$ cat src/design/ppf_params.svh
// constants for the pixel port format mux
// Notes on behaviour
// - bus is little-endian while endian bit 3 is 0 (reset), big-endian when 1.
// - after reset the block runs in vga pass-through mode.
// - with vga port enabled the vga dot clock is the input clock.
// - vga data, blank and syncs are captured on vga dot clock edges; pixel port mode samples the syncs at each emitted pixel.
// - pixel latch clock captures only the pixel bus and system blank, never the vga port.
// - self-clocked timing adds dot-clock pipeline stages to the vga path.
// - that added vga delay is three dot stages, on data, blank and syncs.
// - pseudo-color pixel addresses the palette, which returns 24 bits.
// - 1-bit pseudo-color: pixel at address bit 0, page gives upper 7.
// - 2-bit pseudo-color: pixel in low 2 bits, page gives upper 6.
// - 4-bit pseudo-color: pixel in low 4 bits, page gives upper 4.
// - 8-bit pseudo-color: all address bits from pixel, page ignored.
// - direct color bypasses palette with the same delay as overlay.
// - leftover overlay bits address the palette as overlay color.
// - reset: window, port select, key compares 0; vga and selects 1.
// - 24-bit direct: 8 per color plus overlay, orgb or bgro order.
// - 5-6-5 direct color, no overlay.
// - 5-5-5 direct color plus one overlay bit.
// - 6-6-4 direct color, no overlay.
// - 4-4-4-4 direct color with four overlay bits.
// - narrow color fields left-justified with zero-filled low bits.
// - narrow overlay in low address bits, page fills upper, mask applies.
`ifndef PPF_PARAMS_SVH
`define PPF_PARAMS_SVH
`define PPF_BUS_WIDTH      64
`define PPF_VGA_WIDTH      8
`define PPF_SYNC_STAGES    2
`define PPF_SELF_VGA_DELAY 3
`define PPF_DOT_DIV        1
`define PPF_RST_ENDIAN     1'b0
`define PPF_RST_VGA_EN     1'b1
`define PPF_RST_SELF_CLK   1'b0
`define PPF_RST_RATIO      3'h0
`define PPF_RST_AUX_WIN    1'b0
`define PPF_RST_PORT_SEL   1'b0
`define PPF_RST_WIN_PAL    1'b1
`define PPF_RST_KEY_PAL    1'b1
`define PPF_RST_KEY_CMP    4'h0
`endif

$ cat src/design/ppf_pkg.sv
// types shared by the pixel port format mux
package ppf_pkg;
    typedef enum logic [3:0] {
        MODE_PSEUDO1  = 4'h0,
        MODE_PSEUDO2  = 4'h1,
        MODE_PSEUDO4  = 4'h2,
        MODE_PSEUDO8  = 4'h3,
        MODE_DIR_ORGB = 4'h4,
        MODE_DIR_BGRO = 4'h5,
        MODE_DIR_565  = 4'h6,
        MODE_DIR_555  = 4'h7,
        MODE_DIR_664  = 4'h8,
        MODE_DIR_4444 = 4'h9
    } ppf_mode_e;

    typedef enum logic [1:0] {
        ST_IDLE   = 2'h0,
        ST_UNPACK = 2'h1
    } ppf_state_e;

    typedef struct packed {
        logic       endianBig;
        logic       vgaPortEnable;
        logic       frameSelfClocked;
        ppf_mode_e  mode;
        logic [2:0] muxRatioLog2;
        logic       auxWindowEnable;
        logic       portSelectEnable;
        logic       windowPaletteSelect;
        logic       keyPaletteSelect;
        logic [3:0] keyCompareEnable;
    } ppf_cfg_s;

    typedef struct packed {
        logic blank;
        logic hsync;
        logic vsync;
    } ppf_ctl_s;

    typedef struct packed {
        logic [7:0] red;
        logic [7:0] green;
        logic [7:0] blue;
    } ppf_rgb_s;
endpackage

$ cat src/design/ppf_delay.sv
// enable-gated delay line of fixed depth
`timescale 1ns/10ps
`default_nettype none
module ppf_delay #(
    parameter int WIDTH = 8,
    parameter int DEPTH = 3
) (
    // clock and reset
    input  wire logic             clk,
    input  wire logic             rst_b,
    // stream
    input  wire logic             en,
    input  wire logic [WIDTH-1:0] d,
    output logic      [WIDTH-1:0] q
);
    logic [WIDTH-1:0] stage_ff [DEPTH];

    genvar i;
    generate
        for (i = 0; i < DEPTH; i++) begin : g_stage
            always_ff @(posedge clk or negedge rst_b) begin
                if (!rst_b) begin
                    stage_ff[i] <= '0;
                end else if (en) begin
                    stage_ff[i] <= (i == 0) ? d : stage_ff[(i == 0) ? 0 : i-1];
                end
            end
        end
    endgenerate

    assign q = stage_ff[DEPTH-1];
endmodule
`default_nettype wire

$ cat src/design/ppf_format_mux.sv
// pixel port formatting: endian, vga pass-through, pseudo/direct unpack
`timescale 1ns/10ps
`default_nettype none
`include "ppf_params.svh"
module ppf_format_mux #(
    parameter int BUS_W   = `PPF_BUS_WIDTH,
    parameter int DOT_DIV = `PPF_DOT_DIV
) (
    // clock and reset
    input  wire logic                clk,
    input  wire logic                rst_b,
    // configuration load
    input  wire logic                cfgLoad,
    input  wire ppf_pkg::ppf_cfg_s   cfgIn,
    input  wire logic [7:0]          palettePage,
    input  wire logic [7:0]          readMask,
    output ppf_pkg::ppf_cfg_s        cfgState,
    // pixel port pins
    input  wire logic                pixelLatchClock,
    input  wire logic [BUS_W-1:0]    pixelBus,
    input  wire logic                sysBlankIn,
    // vga port pins
    input  wire logic                vgaDotClock,
    input  wire logic [7:0]          vgaPixelIn,
    input  wire logic                vgaBlankIn,
    input  wire logic                vgaHsyncIn,
    input  wire logic                vgaVsyncIn,
    // palette ram
    output logic [7:0]               palAddr,
    output logic                     palRead,
    input  wire logic [23:0]         palData,
    // toward the dacs
    output ppf_pkg::ppf_rgb_s        dacRgb,
    output ppf_pkg::ppf_rgb_s        overlayRgb,
    output logic                     overlayValid,
    output ppf_pkg::ppf_ctl_s        dacCtl,
    output logic                     pixValid
);
    localparam int SW = BUS_W + 8 + 3 + 3;
    localparam int DW = (DOT_DIV > 1) ? $clog2(DOT_DIV) : 1;

    ppf_pkg::ppf_cfg_s   cfg_ff;
    ppf_pkg::ppf_state_e state_ff;
    logic [SW-1:0]       pinSync;
    logic [BUS_W-1:0]    busSync;
    logic [7:0]          vgaPixSync;
    ppf_pkg::ppf_ctl_s   vgaCtlSync;
    logic                sysBlankSync, latchSync, vgaClkSync;
    logic                latchPrev_ff, vgaClkPrev_ff;
    logic                latchTick, vgaTick, intTick, emit;
    logic [DW-1:0]       dotCnt_ff;
    logic [BUS_W-1:0]    word_ff;
    logic                wordBlank_ff;
    logic [5:0]          chanIdx_ff, chanSel;
    logic [6:0]          ratio, bpp;
    logic [31:0]         pix;
    logic [10:0]         shiftAmt;
    logic [10:0]         vgaDlyOut;
    logic                isDirect, hasOvl;
    logic [7:0]          fmtAddr;
    ppf_pkg::ppf_rgb_s   fmtRgb;
    logic [7:0]          vgaSrcPix;
    ppf_pkg::ppf_ctl_s   vgaSrcCtl;
    logic [7:0]          palAddr_ff;
    ppf_pkg::ppf_rgb_s   direct1_ff;
    ppf_pkg::ppf_ctl_s   ctl1_ff;
    ppf_pkg::ppf_mode_e  mode1_ff;
    logic                valid1_ff, directSel1_ff, ovl1_ff, cfgSeen_ff;

    // configuration register with documented reset state
    always_ff @(posedge clk or negedge rst_b) begin
        if (!rst_b) begin
            cfg_ff.endianBig           <= `PPF_RST_ENDIAN;
            cfg_ff.vgaPortEnable       <= `PPF_RST_VGA_EN;
            cfg_ff.frameSelfClocked    <= `PPF_RST_SELF_CLK;
            cfg_ff.mode                <= ppf_pkg::MODE_PSEUDO8;
            cfg_ff.muxRatioLog2        <= `PPF_RST_RATIO;
            cfg_ff.auxWindowEnable     <= `PPF_RST_AUX_WIN;
            cfg_ff.portSelectEnable    <= `PPF_RST_PORT_SEL;
            cfg_ff.windowPaletteSelect <= `PPF_RST_WIN_PAL;
            cfg_ff.keyPaletteSelect    <= `PPF_RST_KEY_PAL;
            cfg_ff.keyCompareEnable    <= `PPF_RST_KEY_CMP;
        end else if (cfgLoad) begin
            cfg_ff <= cfgIn;
        end
    end
    assign cfgState = cfg_ff;

    always_ff @(posedge clk or negedge rst_b) begin
        if (!rst_b) begin
            cfgSeen_ff <= 1'b0;
        end else if (cfgLoad) begin
            cfgSeen_ff <= 1'b1;
        end
    end

    // every pin passes two flops before use
    ppf_sync #(.WIDTH(SW)) u_sync (
        .clk   (clk),
        .rst_b (rst_b),
        .d     ({pixelBus, vgaPixelIn, vgaBlankIn, vgaHsyncIn, vgaVsyncIn,
                 sysBlankIn, pixelLatchClock, vgaDotClock}),
        .q     (pinSync)
    );
    assign {busSync, vgaPixSync, vgaCtlSync, sysBlankSync, latchSync,
            vgaClkSync} = pinSync;

    always_ff @(posedge clk or negedge rst_b) begin
        if (!rst_b) begin
            latchPrev_ff  <= 1'b0;
            vgaClkPrev_ff <= 1'b0;
        end else begin
            latchPrev_ff  <= latchSync;
            vgaClkPrev_ff <= vgaClkSync;
        end
    end
    assign latchTick = latchSync & ~latchPrev_ff;
    assign vgaTick   = vgaClkSync & ~vgaClkPrev_ff;

    // internal dot rate divider for unpacking multiplexed words
    always_ff @(posedge clk or negedge rst_b) begin
        if (!rst_b) begin
            dotCnt_ff <= '0;
        end else if (dotCnt_ff == DW'(DOT_DIV - 1)) begin
            dotCnt_ff <= '0;
        end else begin
            dotCnt_ff <= dotCnt_ff + DW'(1);
        end
    end
    assign intTick = (dotCnt_ff == '0);

    // vga port enabled: pixel port unpacking is held off entirely
    assign emit = intTick && (state_ff == ppf_pkg::ST_UNPACK)
                  && !cfg_ff.vgaPortEnable;

    // word capture and channel walk; a new latch edge restarts the walk
    always_ff @(posedge clk or negedge rst_b) begin
        if (!rst_b) begin
            state_ff     <= ppf_pkg::ST_IDLE;
            word_ff      <= '0;
            wordBlank_ff <= 1'b0;
            chanIdx_ff   <= 6'h00;
        end else if (cfg_ff.vgaPortEnable) begin
            state_ff   <= ppf_pkg::ST_IDLE;
            chanIdx_ff <= 6'h00;
        end else begin
            case (state_ff)
                ppf_pkg::ST_IDLE: begin
                    if (latchTick) begin
                        word_ff      <= busSync;
                        wordBlank_ff <= sysBlankSync;
                        chanIdx_ff   <= 6'h00;
                        state_ff     <= ppf_pkg::ST_UNPACK;
                    end
                end
                ppf_pkg::ST_UNPACK: begin
                    if (latchTick) begin
                        word_ff      <= busSync;
                        wordBlank_ff <= sysBlankSync;
                        chanIdx_ff   <= 6'h00;
                    end else if (emit) begin
                        if ({1'b0, chanIdx_ff} == ratio - 7'h01) begin
                            state_ff <= ppf_pkg::ST_IDLE;
                        end
                        chanIdx_ff <= chanIdx_ff + 6'h01;
                    end
                end
                default: state_ff <= ppf_pkg::ST_IDLE;
            endcase
        end
    end

    // bits per pixel in each mode
    always_comb begin
        case (cfg_ff.mode)
            ppf_pkg::MODE_PSEUDO1:  bpp = 7'h01;
            ppf_pkg::MODE_PSEUDO2:  bpp = 7'h02;
            ppf_pkg::MODE_PSEUDO4:  bpp = 7'h04;
            ppf_pkg::MODE_PSEUDO8:  bpp = 7'h08;
            ppf_pkg::MODE_DIR_ORGB,
            ppf_pkg::MODE_DIR_BGRO: bpp = 7'h20;
            default:                bpp = 7'h10;
        endcase
    end

    // big-endian puts the first pixel in the top channel of the used width
    assign ratio    = 7'h01 << cfg_ff.muxRatioLog2;
    assign chanSel  = cfg_ff.endianBig
                      ? 6'(ratio - 7'h01 - {1'b0, chanIdx_ff})
                      : chanIdx_ff;
    assign shiftAmt = 11'(chanSel * bpp);
    assign pix      = 32'(word_ff >> shiftAmt);

    // field unpack: narrow colors left-justified, overlay in low addr bits
    always_comb begin
        isDirect = 1'b1;
        hasOvl   = 1'b0;
        fmtAddr  = palettePage;
        fmtRgb   = '0;
        case (cfg_ff.mode)
            ppf_pkg::MODE_PSEUDO1: begin
                isDirect = 1'b0;
                fmtAddr  = {palettePage[7:1], pix[0]};
            end
            ppf_pkg::MODE_PSEUDO2: begin
                isDirect = 1'b0;
                fmtAddr  = {palettePage[7:2], pix[1:0]};
            end
            ppf_pkg::MODE_PSEUDO4: begin
                isDirect = 1'b0;
                fmtAddr  = {palettePage[7:4], pix[3:0]};
            end
            ppf_pkg::MODE_PSEUDO8: begin
                isDirect = 1'b0;
                fmtAddr  = pix[7:0];
            end
            ppf_pkg::MODE_DIR_ORGB: begin
                hasOvl  = 1'b1;
                fmtAddr = pix[31:24];
                fmtRgb  = {pix[23:16], pix[15:8], pix[7:0]};
            end
            ppf_pkg::MODE_DIR_BGRO: begin
                hasOvl  = 1'b1;
                fmtAddr = pix[7:0];
                fmtRgb  = {pix[15:8], pix[23:16], pix[31:24]};
            end
            ppf_pkg::MODE_DIR_565: begin
                fmtRgb = {pix[15:11], 3'h0, pix[10:5], 2'h0,
                          pix[4:0], 3'h0};
            end
            ppf_pkg::MODE_DIR_555: begin
                hasOvl  = 1'b1;
                fmtAddr = {palettePage[7:1], pix[15]};
                fmtRgb  = {pix[14:10], 3'h0, pix[9:5], 3'h0,
                           pix[4:0], 3'h0};
            end
            ppf_pkg::MODE_DIR_664: begin
                fmtRgb = {pix[15:10], 2'h0, pix[9:4], 2'h0,
                          pix[3:0], 4'h0};
            end
            ppf_pkg::MODE_DIR_4444: begin
                hasOvl  = 1'b1;
                fmtAddr = {palettePage[7:4], pix[15:12]};
                fmtRgb  = {pix[11:8], 4'h0, pix[7:4], 4'h0,
                           pix[3:0], 4'h0};
            end
            default: isDirect = 1'b0;
        endcase
    end

    // self-clocked timing: three extra vga dot stages on data, blank and syncs
    ppf_delay #(.WIDTH(11), .DEPTH(`PPF_SELF_VGA_DELAY)) u_vga_dly (
        .clk   (clk),
        .rst_b (rst_b),
        .en    (vgaTick),
        .d     ({vgaPixSync, vgaCtlSync}),
        .q     (vgaDlyOut)
    );
    assign {vgaSrcPix, vgaSrcCtl} = cfg_ff.frameSelfClocked
        ? vgaDlyOut : {vgaPixSync, vgaCtlSync};

    // stage 1: palette address, direct color held one slot for the read
    always_ff @(posedge clk or negedge rst_b) begin
        if (!rst_b) begin
            valid1_ff     <= 1'b0;
            palAddr_ff    <= 8'h00;
            direct1_ff    <= '0;
            ctl1_ff       <= '0;
            directSel1_ff <= 1'b0;
            ovl1_ff       <= 1'b0;
            mode1_ff      <= ppf_pkg::MODE_PSEUDO8;
        end else if (cfg_ff.vgaPortEnable) begin
            // vga port follows only its own dot clock
            valid1_ff     <= vgaTick;
            directSel1_ff <= 1'b0;
            ovl1_ff       <= 1'b0;
            if (vgaTick) begin
                palAddr_ff <= vgaSrcPix & readMask;
                ctl1_ff    <= vgaSrcCtl;
            end
        end else begin
            valid1_ff     <= emit;
            directSel1_ff <= isDirect;
            ovl1_ff       <= isDirect & hasOvl;
            mode1_ff      <= cfg_ff.mode;
            if (emit) begin
                palAddr_ff <= fmtAddr & readMask;
                direct1_ff <= fmtRgb;
                ctl1_ff    <= '{blank: wordBlank_ff, hsync: vgaCtlSync.hsync,
                                vsync: vgaCtlSync.vsync};
            end
        end
    end
    assign palAddr = palAddr_ff;
    assign palRead = valid1_ff;

    // stage 2: palette answer and direct color leave together
    always_ff @(posedge clk or negedge rst_b) begin
        if (!rst_b) begin
            dacRgb       <= '0;
            overlayRgb   <= '0;
            overlayValid <= 1'b0;
            dacCtl       <= '0;
            pixValid     <= 1'b0;
        end else begin
            pixValid     <= valid1_ff;
            overlayValid <= valid1_ff & ovl1_ff;
            if (valid1_ff) begin
                dacRgb     <= directSel1_ff ? direct1_ff : palData;
                overlayRgb <= palData;
                dacCtl     <= ctl1_ff;
            end
        end
    end
endmodule
`default_nettype wire

$ cat src/design/ppf_sync.sv
// two-flop synchroniser for pins from outside the clock domain
`timescale 1ns/10ps
`default_nettype none
module ppf_sync #(
    parameter int WIDTH = 1
) (
    // clock and reset
    input  wire logic             clk,
    input  wire logic             rst_b,
    // data
    input  wire logic [WIDTH-1:0] d,
    output logic      [WIDTH-1:0] q
);
    logic [WIDTH-1:0] meta_ff;

    // meta_ff feeds only the second flop
    always_ff @(posedge clk or negedge rst_b) begin
        if (!rst_b) begin
            meta_ff <= '0;
            q       <= '0;
        end else begin
            meta_ff <= d;
            q       <= meta_ff;
        end
    end
endmodule
`default_nettype wire

$ cat config.mk
export PLATFORM = sky130hd
export DESIGN_NAME = ppf_format_mux
export DESIGN_NICKNAME = d
export VERILOG_FILES = /design/src/design/ppf_pkg.sv /design/src/design/ppf_delay.sv /design/src/design/ppf_format_mux.sv /design/src/design/ppf_sync.sv
export VERILOG_INCLUDE_DIRS = /design/src /design/src/design
export SDC_FILE = /design/constraint.sdc
export NUM_CORES = 1
export LEC_CHECK = 0
export ABC_AREA = 1
export BUFFER_PORTS_ARGS = -buffer_cell sky130_fd_sc_hd__buf_4
export CAP_MARGIN = 20
export CORE_MARGIN = 3
export CORE_UTILIZATION = 60
export DETAILED_ROUTE_END_ITERATION = 8
export GPL_TIMING_DRIVEN = 0
export PLACE_DENSITY = 0.89
export SETUP_SLACK_MARGIN = 0.2
export SYNTH_ARGS = -nofsm -noshare
export SYNTH_HDL_FRONTEND = slang
export SYNTH_SLANG_ARGS = --single-unit
$ cat constraint.sdc
create_clock -name clk -period 17.14 [get_ports clk]
set_input_delay 0.857 -clock clk [delete_from_list [all_inputs] [get_ports clk]]
set_output_delay 0.857 -clock clk [all_outputs]
set_load 0.005 [all_outputs]
==> impl_metrics.toml <==
[outcome]
outcome = "finished with violations"
violations = "design-rule violations"

[clock_network]
cts.sinks = 372
cts_buffer_depth = 3
clk_latency_ps = 550
cts_resized = 0
clkTransAtPathRegs_ps = 70
cts_setup_buffers = 0
cts_tree = "yes"
holdBufCountCts = 0
cts_buffers = 37
root_buffer = "clkbuf_16"
cts.htree.levels = 2

[sta]
period_share_pct = 45.6
setup_tns_ps = 0
setup_viol = 0
worst_pin_slew_ps = 876
hold_viol_final = 0
fmax_mhz = 128
fin_worst_skew_ps = 30.7
slew_violations = 0
rsz0062_at_grt = "no"
worst_slack_ps = 9330
relSlewSlack_pct = 41.6
period_minus_slack_ps = 7810

[critical_path]
cp-start-kind = "flop"
startpoint = "cfgState[10]"
r2r_start = "cfgState[10]"
end_kind = "flop"
crit_slowest_cell = "fa_1"
rr_worst_depth = 39
cp.depth = 39
required_ps = 17620
critPathBufInv = 4
cp.arrival_ps = 8290
critPathTopFamily = "simple AND/OR/NAND/NOR gates"
slowest_delay_ps = 520
crit_path_frequent_cell = "nand3_1"
path_max_fanout = 10
path_class = "flop to flop"

[pwr]
switching_share_pct = 39.7
power_mw = 3.06
p_int_mw = 1.84
clkPwrFrac_pct = 27.2
pwr-share-comb_pct = 36.7
p_leak_nw = 10.6
vdd_drop_max_mv = 0.113
power.density_nw_per_um2 = 138
p_seq_share_pct = 36.2
p_switching_mw = 1.21

[flow_run]
maxCapViolCount = 0

[logic_synthesis]
ys_warn_count = 0
synth_nets = 2402
synth_top_cells_by_count = "nand3_1, nand2_1, dfrtp_1"
synthCells = 2221
ys_types = 39
syn_area_per_cell_um2 = 8.43
synth_top_area_share_pct = 49.1
synth_area_leaders = "dfrtp_1, nand3_1, nand2_1"
ys_seq_elements = 372
synth_ff_type = "dfrtp_1"
async_flop_share_pct = 100
yosys.area.top_type = "dfrtp_1"
yosys.cell_count.top_type = "nand3_1"
ys_seq_area_share_pct = 49.8
synth-edff-count = 0
synthesis.area_um2 = 18700

[grt]
grt_pass1_wl_um = 109000
grt.total_usage_pct = 42.2
grt-ovfl-total = 0
grt_pass1_vias = 19334
antenna_found_initial = 0
grt_max_degree = 129

[floorplanning]
initial_utilization_pct = 61.0
fp.dieH_um = 183
io_pins = 219
die-area_um2 = 33400
rows = 64
core_um2 = 30700
chipWidth_um = 183

[layout]
finish.utilization_pct = 72.3
drive_above_1_share_pct = 15.6
nFillCells = 2094
final_cell_count_no_fill = 2905
syn_to_final_growth_pct = 18.4
layout.nets = 2660

[placed_design]
portBuffers = 217
place_ws_ps = 9870
dpl.hpwl_um = 51400
place_congestion = 1.10
dp_cells = 2836

[detailed_routing]
via_per_inst = 6.69
vias = 19431
drt-initial-drc-count = 3581
wirelength_um = 71300
final_antenna_net_count = 0
drc = 44
wire_per_inst_um = 24.5
first_pass_iters = 9

[hold_path]
worstHoldStart = "u_sync.meta_ff[34]"
hp-class = "flop to flop"
hold_depth = 0
-- through the flow --
stage | instance area (um2) | hold WS, ps
finish | 22200 | 348
detailed placement | 20900 | 335
global placement | 20800 | 331
floorplan | 18700 | 331
global route | 22200 | 356
CTS | 22200 | 348
-- per-layer routing --
layer	GRT usage [%]	share of wire [%]
met1	54.9	36
met2	66.7	45
met3	11.6	13
met4	18.5	5.7
met5	0	0
-- final timing paths --
kind / endpoint / slack, ps
max: palAddr[1] / 9330
min: u_sync.q[34] / 350
max reg2reg: palAddr[1] / 9330
min reg2reg: u_sync.q[34] / 350
max in group asynchronous: u_vga_dly.stage_ff[22] / 15600
min in group asynchronous: word_ff[47] / 410
-- state kept, by name (all words and copies together) (netlist names), 3 cells and up --
signal,cells
cfgState,18
chanIdx_ff,6
ctl1_ff,3
dacCtl,3
dacRgb,24
direct1_ff,24
overlayRgb,24
palAddr,8
u_sync.meta_ff,78
u_sync.q,78
u_vga_dly.q,11
u_vga_dly.stage_ff,22
word_ff,64
-- power groups by stage --
stage / clock network, mW / registers (mW) / logic [mW]
after detailed placement: 0 / 1.11 / 1.05
final: 0.830 / 1.11 / 1.12
after global routing: 0.869 / 1.11 / 1.19
after global placement: 0 / 1.10 / 1.03
after CTS: 0.832 / 1.10 / 1.07
after floorplan: 0 / 1.08 / 0.625
-- layout by cell type, fill, tap and decap left out, types with 2 or more instances in the layout --
cell	count
o211ai_1	4
a31oi_1	29
clkbuf_16	38
xor2_1	7
buf_4	219
nor3_1	5
clkinv_2	3
a31o_2	2
bufinv_16	2
clkbuf_8	8
o21ai_1	22
nor4_1	2
dfrtp_1	367
nand4_1	109
inv_2	4
nand2_1	430
o221ai_1	2
o22ai_1	6
nand3_1	568
buf_2	20
mux2_2	73
dfstp_2	5
clkinv_1	2
a21oi_2	2
inv_1	133
ha_1	25
o21ai_0	63
clkbuf_1	90
buf_16	2
clkinv_8	2
fa_1	17
a21oi_1	50
nor2_1	140
clkinvlp_4	3
buf_1	40
o31ai_1	2
-- kinds of logic (layout without fill, tap and decap cells) --
logic type | count (synthesis) | count (layout) | synth area share [%]
and+or+nand+nor | 1260 | 1260 | 30.7
DFF | 372 | 372 | 49.8
buffers and inverters | 283 | 570 | 5.92
AOI/OAI and AO/OA | 183 | 183 | 5.34
muxes | 73 | 73 | 4.39
adders and majority gates | 42 | 42 | 3.49
xor gates and xnor gates | 8 | 8 | 0.374
other | 0 | 1 | 0
-- area by class of cell --
cell class | count | area, um2 | share of cell area [%]
flip-flops and latches | 372 | 9320 | 42.0
multi-input cells | 1566 | 8300 | 37.4
repair buffers | 219 | 1690 | 7.63
clock buffers | 57 | 1100 | 4.97
plain buffers | 143 | 581 | 2.62
inverters | 140 | 528 | 2.38
well taps | 396 | 495 | 2.24
clock inverters | 11 | 150 | 0.678
diodes | 1 | 2.50 | 0.0113
Power figures use the tool's default switching activity.
